## config.mk

```make
export PLATFORM = sky130hd
export DESIGN_NAME = gci_top
export DESIGN_NICKNAME = d
export VERILOG_FILES = /design/src/core/gci_pkg.sv /design/src/core/gci_hs_if.sv /design/src/core/gci_handshake.sv /design/src/core/gci_top.sv
export SDC_FILE = /design/constraint.sdc
export NUM_CORES = 1
export LEC_CHECK = 0
export BUFFER_PORTS_ARGS = -buffer_cell sky130_fd_sc_hd__buf_4
export CELL_PAD_IN_SITES_DETAIL_PLACEMENT = 1
export CELL_PAD_IN_SITES_GLOBAL_PLACEMENT = 2
export CORE_MARGIN = 2
export CORE_UTILIZATION = 34
export CTS_CLUSTER_DIAMETER = 30
export DETAILED_ROUTE_END_ITERATION = 8
export PLACE_DENSITY = 0.92
export REMOVE_ABC_BUFFERS = 1
export SETUP_SLACK_MARGIN = 0.1
export SYNTH_ARGS = -nofsm -noshare
export SYNTH_HDL_FRONTEND = slang
export SYNTH_SLANG_ARGS = --single-unit
```

## constraint.sdc

```tcl
create_clock -name mclk -period 3.3 [get_ports mclk]
set_input_delay 0.165 -clock mclk [delete_from_list [all_inputs] [get_ports mclk]]
set_output_delay 0.165 -clock mclk [all_outputs]
set_load 0.005 [all_outputs]
```

## src/core/gci_pkg.sv

```systemverilog
`default_nettype none

package gci_pkg;

    // clock rate, used to turn milliseconds into cycles
    localparam int unsigned CLK_KHZ        = 100000;

    // serial exchange cycle of the process image, in ms
    localparam int unsigned CYCLE_MS       = 5;
    localparam int unsigned CYCLE_CYC      = CYCLE_MS * CLK_KHZ;

    // delay from power-up until motion commands are accepted, in ms
    localparam int unsigned STARTUP_MS     = 5;
    localparam int unsigned STARTUP_CYC    = STARTUP_MS * CLK_KHZ;

    // output image (master to device), 64 bits, first field highest
    localparam int unsigned PO_W           = 64;
    localparam int unsigned PO_CMD_LSB     = 48;
    localparam int unsigned PO_MODE_LSB    = 40;
    localparam int unsigned PO_RECIPE_LSB  = 32;
    localparam int unsigned PO_TEACH_LSB   = 16;
    localparam int unsigned PO_FORCE_LSB   = 8;
    localparam int unsigned PO_WIN_LSB     = 0;

    // input image (device to master), 48 bits, first field highest
    localparam int unsigned PI_W           = 48;
    localparam int unsigned PI_FLAGS_LSB   = 32;
    localparam int unsigned PI_FAULT_LSB   = 16;
    localparam int unsigned PI_POS_LSB     = 0;

    // state_flags bit positions
    localparam int unsigned SF_CTRL_ACTIVE = 6;
    localparam int unsigned SF_XFER_OK     = 12;

    // command_word values
    localparam logic [15:0] CW_IDLE        = 16'h0000;
    localparam logic [15:0] CW_LOAD_PARAMS = 16'h0001;

    // recipe number that selects the transmitted process data
    localparam logic [7:0]  RECIPE_LIVE    = 8'h00;
    localparam logic [7:0]  RECIPE_MAX     = 8'h20;

    // reset values
    localparam logic [15:0] FLAGS_RST      = 16'h0000;

    // parameter set held by the device
    typedef struct packed {
        logic [7:0]  travel_profile_select;
        logic [7:0]  recipe_number;
        logic [15:0] taught_part_position;
        logic [7:0]  clamp_force_setting;
        logic [7:0]  position_window;
        logic        use_stored_recipe;
    } gci_param_t;

endpackage

`default_nettype wire

```

## src/core/gci_hs_if.sv

```systemverilog
`timescale 1ns/1ps
`default_nettype none

// carries the latched output image to the handshake unit and its answer back
interface gci_hs_if;
    logic [15:0]         command_word;          // latched command word
    gci_pkg::gci_param_t image_params;          // latched parameter fields
    gci_pkg::gci_param_t active_params;         // accepted parameter set
    logic                transfer_ok_flag;      // load accepted, awaiting zero word

    modport hs  (input command_word, input image_params,
                 output active_params, output transfer_ok_flag);
    modport top (output command_word, output image_params,
                 input active_params, input transfer_ok_flag);
endinterface

`default_nettype wire

```

## src/core/gci_handshake.sv

```systemverilog
`timescale 1ns/1ps
`default_nettype none

// parameter load handshake: 0x0001 loads, 0x0000 finishes
module gci_handshake (
    input  wire logic   mclk,
    input  wire logic   rst_b,
    gci_hs_if.hs        hs
);

    typedef enum logic {HS_IDLE, HS_ACK} gci_hs_state_t;

    gci_hs_state_t       state_q, state_d;      // handshake phase
    gci_pkg::gci_param_t act_q, act_d;          // accepted parameter set
    logic                ok_q, ok_d;            // transfer_ok_flag

    ////////////////////////////////////////////////////////////////////////////
    // next state: other command values, including illegal multi-bit words,
    // leave the handshake alone so the old set stays in force
    always_comb begin
        state_d = state_q;
        act_d   = act_q;
        ok_d    = ok_q;
        unique case (state_q)
            HS_IDLE: begin
                if (hs.command_word == gci_pkg::CW_LOAD_PARAMS) begin
                    // adopt live data or a stored recipe selection
                    act_d = hs.image_params;
                    act_d.use_stored_recipe =
                        (hs.image_params.recipe_number != gci_pkg::RECIPE_LIVE);
                    ok_d    = 1'b1;
                    state_d = HS_ACK;
                end
            end
            HS_ACK: begin
                // wait for the zero word, then drop the flag
                if (hs.command_word == gci_pkg::CW_IDLE) begin
                    ok_d    = 1'b0;
                    state_d = HS_IDLE;
                end
            end
        endcase
    end

    // registers; the active set only changes on an accepted load
    always_ff @(posedge mclk) begin
        if (!rst_b) begin
            state_q <= HS_IDLE;
            act_q   <= '0;
            ok_q    <= 1'b0;
        end else begin
            state_q <= state_d;
            act_q   <= act_d;
            ok_q    <= ok_d;
        end
    end

    assign hs.active_params    = act_q;
    assign hs.transfer_ok_flag = ok_q;

endmodule

`default_nettype wire

```

## src/core/gci_top.sv

```systemverilog
`timescale 1ns/1ps
`default_nettype none

// Notes on behaviour
// - active direction input starts matching jaw travel
// - motion continues until gripping finishes
// - sourcing control makes low level active
// - ready lamp, commands accepted after startup
// - lost workpiece: keep driving to end
// - output image: command, mode, recipe, teach, force, window
// - input image: flags, fault code, position
// - flags bit 6 shows controller active
// - process images exchanged every 5 ms
// - device sets transfer-ok after accepting load
// - transfer-ok cleared once command returns zero
// - load adopts live data or stored recipe
module gci_top #(
    parameter int unsigned CYCLE_CYC   = gci_pkg::CYCLE_CYC,   // image exchange period
    parameter int unsigned STARTUP_CYC = gci_pkg::STARTUP_CYC  // power-up hold-off
) (
    input  wire logic                   mclk,
    input  wire logic                   rst_b,
    input  wire logic                   dir_inward_pin,
    input  wire logic                   dir_outward_pin,
    input  wire logic                   sourcing_pin,
    input  wire logic                   motion_done,
    input  wire logic                   workpiece_lost,
    input  wire logic                   po_valid,
    input  wire logic [gci_pkg::PO_W-1:0] po_image,
    input  wire logic [15:0]            fault_code,
    input  wire logic [15:0]            jaw_position_now,
    output logic                        move_inward,
    output logic                        move_outward,
    output logic                        ready_led,
    output logic                        image_tick,
    output logic [gci_pkg::PI_W-1:0]    pi_image,
    output gci_pkg::gci_param_t         active_params
);

    ////////////////////////////////////////////////////////////////////////////
    // elaboration checks: the period counter needs at least two cycles, the startup counter one
    if (CYCLE_CYC < 2) begin : g_bad_cycle
        $error("image period must be at least two clock cycles");
    end
    if (STARTUP_CYC < 1) begin : g_bad_start
        $error("startup hold-off must be at least one clock cycle");
    end

    localparam int unsigned CYC_W = $clog2(CYCLE_CYC);
    localparam int unsigned STW   = $clog2(STARTUP_CYC + 1);
    localparam logic [CYC_W-1:0] CYC_LAST = CYC_W'(CYCLE_CYC - 1);
    localparam logic [STW-1:0]   ST_LAST  = STW'(STARTUP_CYC);

    ////////////////////////////////////////////////////////////////////////////
    // pin synchronisers: pins are asynchronous to mclk
    logic [2:0] sync1_q, sync1_d;      // first stage, read only by the second
    logic [2:0] sync2_q, sync2_d;      // second stage, safe to use

    always_comb begin
        sync1_d = {sourcing_pin, dir_outward_pin, dir_inward_pin};
        sync2_d = sync1_q;
    end

    always_ff @(posedge mclk) begin
        if (!rst_b) begin
            sync1_q <= 3'h0;
            sync2_q <= 3'h0;
        end else begin
            sync1_q <= sync1_d;
            sync2_q <= sync2_d;
        end
    end

    // polarity: sourcing control means a low level commands motion
    logic want_in;                     // inward command seen at active level
    logic want_out;                    // outward command seen at active level
    always_comb begin
        want_in  = sync2_q[0] ^ sync2_q[2];
        want_out = sync2_q[1] ^ sync2_q[2];
    end

    ////////////////////////////////////////////////////////////////////////////
    // startup hold-off and ready lamp
    logic [STW-1:0] start_cnt_q, start_cnt_d;  // cycles since reset release
    logic           ready_q, ready_d;          // device can operate

    always_comb begin
        start_cnt_d = start_cnt_q;
        ready_d     = ready_q;
        if (!ready_q) begin
            if (start_cnt_q == ST_LAST) begin
                ready_d = 1'b1;
            end else begin
                start_cnt_d = start_cnt_q + STW'(1);
            end
        end
    end

    always_ff @(posedge mclk) begin
        if (!rst_b) begin
            start_cnt_q <= '0;
            ready_q     <= 1'b0;
        end else begin
            start_cnt_q <= start_cnt_d;
            ready_q     <= ready_d;
        end
    end

    ////////////////////////////////////////////////////////////////////////////
    // discrete motion sequencer
    typedef enum logic [1:0] {MV_IDLE, MV_IN, MV_OUT, MV_RELEASE} gci_mv_state_t;

    gci_mv_state_t mv_q, mv_d;         // motion phase
    logic          rel_in_q, rel_in_d; // which input must be released

    always_comb begin
        mv_d     = mv_q;
        rel_in_d = rel_in_q;
        unique case (mv_q)
            MV_IDLE: begin
                // one input alone starts travel; both at once start nothing
                if (ready_q && want_in && !want_out) begin
                    mv_d = MV_IN;
                end else if (ready_q && want_out && !want_in) begin
                    mv_d = MV_OUT;
                end
            end
            MV_IN, MV_OUT: begin
                // the input level no longer matters once travel has begun;
                // a lost workpiece does not stop travel, only the end does
                if (motion_done) begin
                    rel_in_d = (mv_q == MV_IN);
                    mv_d     = MV_RELEASE;
                end
            end
            MV_RELEASE: begin
                // a held command must drop before a new start, so a level
                // left high cannot retrigger the same stroke
                if (rel_in_q ? !want_in : !want_out) begin
                    mv_d = MV_IDLE;
                end
            end
        endcase
    end

    always_ff @(posedge mclk) begin
        if (!rst_b) begin
            mv_q     <= MV_IDLE;
            rel_in_q <= 1'b0;
        end else begin
            mv_q     <= mv_d;
            rel_in_q <= rel_in_d;
        end
    end

    // drive requests follow the phase; workpiece_lost is deliberately ignored
    logic lost_unused;                 // kept only for visibility of the input
    always_comb begin
        lost_unused  = workpiece_lost;
        move_inward  = (mv_q == MV_IN);
        move_outward = (mv_q == MV_OUT);
    end

    ////////////////////////////////////////////////////////////////////////////
    // output image latch: the field order is fixed by the image layout
    logic [gci_pkg::PO_W-1:0] po_q, po_d;   // last received output image

    always_comb begin
        po_d = po_valid ? po_image : po_q;
    end

    always_ff @(posedge mclk) begin
        if (!rst_b) begin
            po_q <= '0;
        end else begin
            po_q <= po_d;
        end
    end

    ////////////////////////////////////////////////////////////////////////////
    // parameter load handshake
    gci_hs_if hs_bus ();

    always_comb begin
        hs_bus.command_word = po_q[gci_pkg::PO_CMD_LSB +: 16];
        hs_bus.image_params.travel_profile_select =
            po_q[gci_pkg::PO_MODE_LSB +: 8];
        hs_bus.image_params.recipe_number =
            po_q[gci_pkg::PO_RECIPE_LSB +: 8];
        hs_bus.image_params.taught_part_position =
            po_q[gci_pkg::PO_TEACH_LSB +: 16];
        hs_bus.image_params.clamp_force_setting =
            po_q[gci_pkg::PO_FORCE_LSB +: 8];
        hs_bus.image_params.position_window =
            po_q[gci_pkg::PO_WIN_LSB +: 8];
        hs_bus.image_params.use_stored_recipe = 1'b0;
    end

    // image fields reach the motion side only through an accepted load
    gci_handshake u_hs (
        .mclk  (mclk),
        .rst_b (rst_b),
        .hs    (hs_bus.hs)
    );

    assign active_params = hs_bus.active_params;

    ////////////////////////////////////////////////////////////////////////////
    // exchange period timer and input image
    logic [CYC_W-1:0]         cyc_q, cyc_d;     // position in the period
    logic                     tick_q, tick_d;   // one-cycle period strobe
    logic [gci_pkg::PI_W-1:0] pi_q, pi_d;       // input image held for the master
    logic [15:0]              flags;            // state_flags now

    always_comb begin
        flags = gci_pkg::FLAGS_RST;
        flags[gci_pkg::SF_CTRL_ACTIVE] = ready_q;
        flags[gci_pkg::SF_XFER_OK]     = hs_bus.transfer_ok_flag;
        tick_d = 1'b0;
        pi_d   = pi_q;
        if (cyc_q == CYC_LAST) begin
            cyc_d  = '0;
            tick_d = 1'b1;
            // snapshot once per period so all fields belong together
            pi_d = {flags, fault_code, jaw_position_now};
        end else begin
            cyc_d = cyc_q + CYC_W'(1);
        end
    end

    always_ff @(posedge mclk) begin
        if (!rst_b) begin
            cyc_q  <= '0;
            tick_q <= 1'b0;
            pi_q   <= '0;
        end else begin
            cyc_q  <= cyc_d;
            tick_q <= tick_d;
            pi_q   <= pi_d;
        end
    end

    assign image_tick = tick_q;
    assign pi_image   = pi_q;
    assign ready_led  = ready_q;

endmodule

`default_nettype wire

```

Word level (Yosys, flattened, before mapping)
Cells that the tools add are included.
{"block": "word_totals", "regBits": 198, "input_bits": 104, "out_inout_bits": 101, "word_cells": 68}
{"block": "op_classes", "add_sub_neg": 2, "eq_ne": 11, "n_mux": 15, "n_bitwise": 6, "n_reduce_logical": 16}
{"op": "19-bit by 1-bit adder with 19-bit output, second input constant", "n": 2}
{"op": "19-bit == test, second input constant", "n": 2}
{"op": "16-bit by 1-bit == test with 1-bit output, second input constant", "n": 1}
{"op": "16-bit zero test", "n": 1}
{"op": "1-bit 2-to-1 mux", "n": 8}
{"op": "2-bit 2-to-1 mux", "n": 4}
{"op": "2-bit AND reduction", "n": 4}
{"op": "8-bit nonzero test", "n": 1}
{"op": "2-bit != test, second input constant", "n": 3}
{"op": "2-bit one-hot mux with 3 select lines", "n": 1}
{"op": "2-bit == test, second input constant", "n": 2}
{"op": "1-bit logical AND", "n": 4}
{"op": "1-bit inverter", "n": 4}
{"op": "1-bit one-hot mux with 2 select lines", "n": 2}
{"op": "2-bit OR reduction", "n": 2}
{"op": "3-bit != test, second input constant", "n": 1}
{"op": "3-bit AND reduction", "n": 1}
{"op": "2-bit by 1-bit == test with 1-bit output, second input constant", "n": 1}
{"op": "1-bit zero test", "n": 2}
{"op": "2-bit zero test", "n": 1}
{"op": "2-bit by 1-bit != test with 1-bit output, second input constant", "n": 1}
{"op": "1-bit bitwise XOR", "n": 2}

Logic depth before layout (Yosys ltp)
Gate-level depths: netlist of run 1.
{"block": "logic_depth", "ltp_word": 6, "mapped_depth": 8, "mapped_depth_nobuf": 7}

Cells and area by module
From an unflattened synthesis of run 1, not the netlist that was laid out.
{"block": "unflattened", "hier_cells": 860, "area_unflattened_um2": 7738.7}
{"mod": "gci_top", "n_inst": 1, "cells_each": 617, "area_each_um2": 5684.2, "seq_area_each_um2": 2942.8}
{"mod": "gci_handshake", "n_inst": 1, "cells_each": 243, "area_each_um2": 2054.5, "seq_area_each_um2": 1021.0}

Least setup slack after synthesis of run 1
Ideal clock, no wire load.
{"block": "synth_path", "path_kind": "flip-flop to flip-flop", "from": "reg cyc_q[0]", "to": "reg pi_q, in the netlist pi_image[10]", "setup_ps": 117, "arrival_ps": 1687, "required_ps": 3183, "setup_slack_ps": 1496, "path_stages_with_launch": 9, "path_buffers": 2, "period_less_slack_ps": 1804, "cell_sequence": "dfxtp_1 -> ha_1 -> and4_1 -> nand2_1 -> nor4_2 -> nor2b_1 -> buf_6 -> buf_8 -> a22o_1"}
{"block": "synth_via", "elab_chain_cells": 1}
{"item": "from (decl)", "line_no": "gci_top.sv:210", "text": "logic [CYC_W-1:0] cyc_q, cyc_d;"}
{"item": "from (signal assigned)", "line_no": "gci_top.sv:237", "text": "cyc_q <= cyc_d;"}
{"item": "19-bit == test", "line_no": "gci_top.sv:221", "text": "if (cyc_q == CYC_LAST) begin"}
{"item": "to (signal assigned)", "line_no": "gci_top.sv:239", "text": "pi_q <= pi_d;"}
{"item": "to (decl)", "line_no": "gci_top.sv:212", "text": "logic [gci_pkg::PI_W-1:0] pi_q, pi_d;"}
No other way between the ends.
A chain may end at the register's enable or synchronous reset.

Worst setup path after layout of run 1
{"block": "layout_path", "from": "reg po_q[56] (netlist bit)", "to": "reg u_hs.act_q, in the netlist u_hs.hs.active_params[23]"}
{"block": "layout_via", "elab_chain_cells": 2}
{"item": "from (decl)", "line_no": "gci_top.sv:166", "text": "logic [gci_pkg::PO_W-1:0] po_q, po_d;"}
{"item": "from (signal assigned)", "line_no": "gci_top.sv:176", "text": "po_q <= po_d;"}
{"item": "16-bit by 1-bit == test with 1-bit output", "line_no": "gci_handshake.sv:26", "text": "if (hs.command_word == gci_pkg::CW_LOAD_PARAMS) begin"}
{"item": "2-bit AND reduction (no line)"}
{"item": "to (signal assigned)", "line_no": "gci_handshake.sv:53", "text": "act_q <= act_d;"}
{"item": "to (decl)", "line_no": "gci_handshake.sv:14", "text": "gci_pkg::gci_param_t act_q, act_d;"}
No other way between the ends.

==> results of run 1 <==
==> what timing repair did <==
action / CTS / global route
setup endpoints to repair: 0 / 0
hold buffers: 97 / 0
hold endpoints to repair: 97 / 0
==> power groups by stage <==
| stage | registers (W) | logic, W | clock network (W) |
|---|---|---|---|
| detailed placement | 0.00256 | 0.000430 | 0 |
| global placement | 0.00256 | 0.000418 | 0 |
| finish | 0.00251 | 0.000529 | 0.00219 |
| floorplan | 0.00255 | 0.000225 | 0 |
| global route | 0.00252 | 0.000590 | 0.00235 |
| CTS | 0.00251 | 0.000529 | 0.00226 |
==> through the flow <==
step	util	worst slack [ps]	instance area (µm²)	power [W]	hold WS, ps
final	0.484	796	10900	0.00523	21.1
after global routing	0.484	690	10900	0.00546	25.2
after detailed placement	0.413	914	9320	0.00299	379
after global placement	0.413	1020	9320	0.00298	373
after CTS	0.484	880	10900	0.00530	3.20
after floorplan	-	565	7460	0.00277	282
==> synth_stat cells (2+ instances only) <==
cell,number,area [µm²]
a21boi_1,48,360
dfxtp_1,198,3960
nor3b_1,2,15.0
nor2_1,25,93.8
xor2_1,12,105
nand4_1,8,50.1
o211a_1,2,20.0
nor2b_1,67,419
nor4b_1,2,17.5
and4_1,4,35.0
xnor2_1,16,140
nor3_1,6,30.0
clkbuf_1,21,78.8
and2_1,22,138
nand3_1,16,80.1
nand2b_1,6,37.5
buf_8,3,45.0
a22o_1,34,298
buf_6,6,67.6
inv_1,8,30.0
a21boi_0,3,22.5
ha_1,8,100
mux2i_1,72,721
buf_1,6,22.5
buf_2,9,45.0
nor4_1,8,50.1
and3b_1,2,17.5
buf_4,15,113
and3_1,4,25.0
nand2_1,124,465
o21ai_0,6,30.0
o211ai_1,3,22.5
==> final cells by class <==
type,count,area (µm²),area share
flip-flops and latches,198,3960,0.363
clock inverters,15,200,0.0183
repair buffers,295,2470,0.226
clock buffers,17,425,0.0390
multi-input cells,527,3470,0.318
inverters,8,30.0,0.00275
diodes,1,2.50,0.000229
well taps,285,357,0.0326
==> per-layer routing <==
metal  part of all wire  routed length (µm)
met5                  0                   0
met4              0.019                 424
met3              0.065                1440
met2               0.50               11000
met1               0.42                9210
==> flip-flops by register name, summed over array words and instances (netlist names), 2 cells and up <==
| signal | cells |
|---|---|
| po_q | 64 |
| u_hs.hs.active_params | 49 |
| pi_image | 34 |
| cyc_q | 19 |
| start_cnt_q | 19 |
| sync1_q | 3 |
| sync2_q | 3 |
| mv_q | 2 |
==> cell families after synthesis <==
kind of cell,after synthesis,synth area share
buffers and inverters,68,0.0516
muxes,72,0.0926
other,1,0.000482
AOI/OAI and AO/OA,101,0.102
and+or+nand+nor,304,0.200
adders and majority gates,8,0.0129
DFF,198,0.509
xor gates and xnor gates,28,0.0315
==> worst min-delay path: stages <==
cell     delay, ps
buf_4           80
mux2i_1         70
nor2b_1        100
==> final timing paths <==
path / end / slack, ps / cells past startpoint
worst min-delay path: po_q[51]$_SDFFE_PN0P_ / 20 / 3
worst max-delay path: u_hs.hs.active_params[23]$_SDFFE_PN0P_ / 800 / 6
worst min register to register: sync2_q[0]$_SDFF_PN0_ / 430 / 1
worst max register to register: u_hs.hs.active_params[23]$_SDFFE_PN0P_ / 800 / 6
==> results.sh, run 1 <==
export IMPL_met2_usage=0.331
export IMPL_num_vias=6450
export IMPL_placed_cells=1216
export IMPL_top_usage_layer="met2"
export IMPL_ant_nets=0
export IMPL_rsz0062_at_grt="false"
export IMPL_grtUsageMet3=0.0610
export IMPL_post_drt_wl_per_cell_um=16.4
export IMPL_yosysSeqAreaShare=0.509
export IMPL_rows=55
export IMPL_max_stage_delay_ps=690
export IMPL_ctsResizeCount=0
export IMPL_final_layout_size_suffix_gt1_frac=0.222
export IMPL_nFillCells=2506
export IMPL_crit_path_top_delay_cell="or3b_2"
export IMPL_path_cells="nor4_1 > nand4_1 > or3b_2 > buf_4 > nand2_1 > a21boi_1"
export IMPL_drtIter0Drc=219
export IMPL_ir_worst_vdd_v=0.000298
export IMPL_intPower_w=0.00387
export IMPL_fin_crit_sh=0.759
export IMPL_synth_edf_count=0
export IMPL_final_common_cell="dfxtp_1"
export IMPL_die_w_um=155
export IMPL_skew_ps=15.8
export IMPL_use_met1=0.209
export IMPL_gp_congestion=0.720
export IMPL_fp_dieH_um=155
export IMPL_p_switching_w=0.00135
export IMPL_clkTransAtPathRegs_ps=80
export IMPL_cp_buffers_inverters=1
export IMPL_cts_setup_buffers=0
export IMPL_drt_pass1_iterations=4
export IMPL_min_period_ps=2500
export IMPL_drc=0
export IMPL_area_growth_synth_to_final_pct=40.4
export IMPL_finalSetupViolCount=0
export IMPL_antenna_found_initial=1
export IMPL_timing_slew_headroom=0.341
export IMPL_min_delay_path_class="in -> reg"
export IMPL_ys_seq_elements=198
export IMPL_cts_tree="yes"
export IMPL_combPwrFrac=0.101
export IMPL_stdcell_count=1346
export IMPL_cts_root_buffer="clkbuf_16"
export IMPL_postRouteWirelength_um=22100
export IMPL_cts_buffers=17
export IMPL_grt_max_degree=131
export IMPL_clockBufferDepth=2
export IMPL_avgSynthCellArea_um2=9.98
export IMPL_die_area_mm2=0.0241
export IMPL_powerDensity_mw_per_mm2=479
export IMPL_grt_overflow=0
export IMPL_grtUsageTotal=0.186
export IMPL_port_buffers=189
export IMPL_drv_cap=0
export IMPL_ys_types=46
export IMPL_pwr_share_seq=0.480
export IMPL_final_hold_viol_count=0
export IMPL_dp_final_hpwl_um=13100
export IMPL_tns_ps=0
export IMPL_cpLargestDelayFamily="simple AND/OR/NAND/NOR gates"
export IMPL_hold_start="po_image[51]"
export IMPL_tightest_slew_ps=984
export IMPL_netlist_instances=780
export IMPL_viasPerCell=4.79
export IMPL_grt_pass1_wl_um=35800
export IMPL_async_flop_share=0
export IMPL_yosysWarnings=0
export IMPL_initial_core_util=0.345
export IMPL_clk_latency_ps=440
export IMPL_htree_levels=4
export IMPL_start_kind="flip-flop"
export IMPL_switching_share=0.259
export IMPL_clockPowerShare=0.418
export IMPL_clock_sinks=198
export IMPL_crit_type="reg -> reg"
export IMPL_rr_startpoint="po_q[56]$_SDFFE_PN0P_"
export IMPL_worst_path_max_fanout=40
export IMPL_final_cell_mix="198 x dfxtp_1, 197 x buf_4, 124 x nand2_1"
export IMPL_nets=1159
export IMPL_end_kind="flip-flop"
export IMPL_io_pins=205
export IMPL_ys_flop_type="dfxtp_1"
export IMPL_core_area_mm2=0.0226
export IMPL_required_ps=3630
export IMPL_p_leak_nw=4.68
export IMPL_netlist_area_mm2=0.00778
export IMPL_status="complete, no violations"
export IMPL_startpoint="po_q[56]$_SDFFE_PN0P_"
export IMPL_drv_slew=0
export IMPL_cp_arrival_ps=2830
export IMPL_fmax_mhz=399
export IMPL_grt_pass1_vias=6929
Note: power is estimated with default switching activity, not from simulation.
==> run 2: changes to the inputs <==
ABC_AREA = 1   (was not set)
CORE_UTILIZATION = 26   (was 34)
PLACE_DENSITY = 0.84   (was 0.92)
clock period = 2.3 ns   (was 3.3 ns; I/O delays follow)
==> run 2 against run 1 <==
Critical path type unchanged. Clock skew is 5.0 ps lower. Routed wire length is 10% higher. Global-route usage is 3.3 points lower. Worst hold slack gained 30 ps. Die area is 32% higher. Register-to-register slack worse by 410 ps.
==> results.sh, run 2 <==
export IMPL_status="complete, no violations"
export IMPL_switching_share=0.247
export IMPL_final_common_cell="nor2_1"
export IMPL_netlist_instances=1075
export IMPL_regMostFlops="po_q"
export IMPL_timing_slew_headroom=0.613
export IMPL_cts_tree="yes"
export IMPL_core_area_mm2=0.0299
export IMPL_grt_overflow=0
export IMPL_grtUsageTotal=0.153
export IMPL_postRouteWirelength_um=24300
export IMPL_finalSetupViolCount=0
export IMPL_dp_final_hpwl_um=15700
export IMPL_combPwrFrac=0.109
export IMPL_cp_arrival_ps=2250
export IMPL_holdPathStages=3
export IMPL_die_w_um=179
export IMPL_pwr_share_seq=0.482
export IMPL_yosysWarnings=0
export IMPL_crit_type="reg -> reg"
export IMPL_end_kind="flip-flop"
export IMPL_drv_cap=0
export IMPL_netlist_area_mm2=0.00793
export IMPL_intPower_w=0.00566
export IMPL_final_hold_viol_count=0
export IMPL_fp_dieH_um=179
export IMPL_die_area_mm2=0.0319
export IMPL_required_ps=2630
export IMPL_clock_sinks=198
export IMPL_initial_core_util=0.265
export IMPL_ys_flop_type="dfxtp_1"
export IMPL_yosysMostFrequentCell="nor2_1"
export IMPL_cts_buffers=17
export IMPL_min_delay_path_class="in -> reg"
export IMPL_p_leak_nw=4.91
export IMPL_viasPerCell=4.41
export IMPL_rsz0062_at_grt="false"
export IMPL_p_switching_w=0.00185
export IMPL_ir_worst_vdd_v=0.000458
export IMPL_yosysSeqAreaShare=0.500
export IMPL_drv_slew=0
export IMPL_worst_path_max_fanout=36
export IMPL_grt_pass1_vias=7713
export IMPL_cts_root_buffer="clkbuf_16"
export IMPL_nets=1451
export IMPL_dp_slack_ps=383
export IMPL_largest_register_ffs=64
export IMPL_htree_levels=4
export IMPL_final_layout_size_suffix_gt1_frac=0.181
export IMPL_area_growth_synth_to_final_pct=41.0
export IMPL_tightest_slew_ps=580
export IMPL_avgSynthCellArea_um2=7.38
export IMPL_drt_pass1_iterations=4
export IMPL_placed_cells=1611
export IMPL_start_kind="flip-flop"
export IMPL_p_total_w=0.00751
export IMPL_async_flop_share=0
export IMPL_grt_pass1_wl_um=38600
export IMPL_clockBufferDepth=2
export IMPL_synth_common_cells="289 x nor2_1, 222 x nand2_1, 198 x dfxtp_1, 117 x o21ai_0, 55 x inv_1"
export IMPL_min_period_ps=1920
export IMPL_drc=0
export IMPL_grt_max_degree=106
export IMPL_antenna_found_initial=1
export IMPL_r2r_cells=10
export IMPL_yosys_top_cells_area="dfxtp_1 50%, nor2_1 14%, nand2_1 11%"
export IMPL_ys_types=34
export IMPL_clockPowerShare=0.409
export IMPL_powerDensity_mw_per_mm2=671
export IMPL_tns_ps=0
export IMPL_final_core_utilization=0.374
export IMPL_yosys_area_top_type="dfxtp_1"
export IMPL_port_buffers=189
export IMPL_clkTransAtPathRegs_ps=70
export IMPL_clk_latency_ps=440
export IMPL_num_vias=7678
export IMPL_post_drt_wl_per_cell_um=13.9
export IMPL_synth_edf_count=0
export IMPL_final_cell_mix="289 x nor2_1, 222 x nand2_1, 198 x dfxtp_1"
export IMPL_fin_crit_sh=0.834
export IMPL_rows=63
export IMPL_gp_congestion=0.834
export IMPL_ys_seq_elements=198
export IMPL_fmax_mhz=521
export IMPL_io_pins=205
export IMPL_skew_ps=10.8
export IMPL_ant_nets=0
export IMPL_drtIter0Drc=319
export IMPL_stdcell_count=1742
export IMPL_netlist_area_leader_share=0.500
export IMPL_setup_ws_ps=381
export IMPL_nFillCells=3677
-- run 2: critical path, cell delays in order (launching register included) --
cell and delay, ps:
dfxtp_1 400, ha_1 250, nand2_1 80, inv_2 70, nand2_2 90, nor2_4 140, nand3_4 120, nand2_4 230
inv_4 200, nand2_1 130, nand2_1 60
-- run 2: path summary, 6_finish.rpt --
path / slack, ps / endpoint / start
hold / removal: 50 / sync2_q[1]$_SDFF_PN0_ / rst_b
setup reg to reg: 380 / pi_image[4]$_SDFFE_PN0N_ / cyc_q[0]$_SDFF_PP0_
hold reg to reg: 420 / sync2_q[0]$_SDFF_PN0_ / sync1_q[0]$_SDFF_PN0_
setup / recovery: 380 / pi_image[4]$_SDFFE_PN0N_ / cyc_q[0]$_SDFF_PP0_
-- run 2: timing repair --
| action | in CTS | in global routing |
|---|---|---|
| gates resized for setup | 0 | 0 |
| hold buffers | 99 | 0 |
| buffers inserted | 0 | 0 |
| endpoints found under the hold margin | 99 | 0 |
-- run 2: power by group through the flow --
stage | sequential [W] | combinational [W] | clock [W]
6_report | 0.00362 | 0.000821 | 0.00307
5_1_grt | 0.00364 | 0.000935 | 0.00332
4_1_cts | 0.00362 | 0.000832 | 0.00318
3_5_place_dp | 0.00370 | 0.000686 | 0
3_3_place_gp | 0.00369 | 0.000664 | 0
2_1_floorplan | 0.00368 | 0.000363 | 0
-- run 2: cell type report --
type	count	area, µm²	share of cell area
Clock buffer	21	470	0.0421
Inverter	60	228	0.0204
Clock inverter	10	120	0.0107
Antenna cell	1	2.50	0.000224
Multi-Input combinational cell	767	3410	0.305
Timing Repair Buffer	295	2500	0.223
Sequential cell	198	3960	0.354
Tap cell	390	488	0.0436
-- run 2: per-stage QoR --
stage | cell area, µm² | hold WS, ps
6_report | 11200 | 50.7
3_3_place_gp | 9600 | 312
3_5_place_dp | 9600 | 313
5_1_grt | 11200 | 42.8
2_1_floorplan | 7600 | 208
4_1_cts | 11200 | 20.5
-- run 2: logic make-up (layout without fill, tap and decap cells) --
logic type,Yosys count,in the layout,share of synthesized area
AND/OR/NAND/NOR,586,586,0.303
flip-flops,198,198,0.500
AO/OA/AOI/OAI,142,142,0.0896
buffers and inverters,123,386,0.0760
XOR/XNOR,17,17,0.0188
adder cells (fa/ha/maj),8,8,0.0126
other,1,15,0.000473
-- run 2: metal layers --
layer  part of all wire  vias to the layer above  track usage
li1                   -                     3880            -
met1               0.45                     3596        0.183
met2               0.47                      173        0.262
met3              0.062                       29       0.0426
met4              0.017                        0       0.0535
met5                  0                        -            0
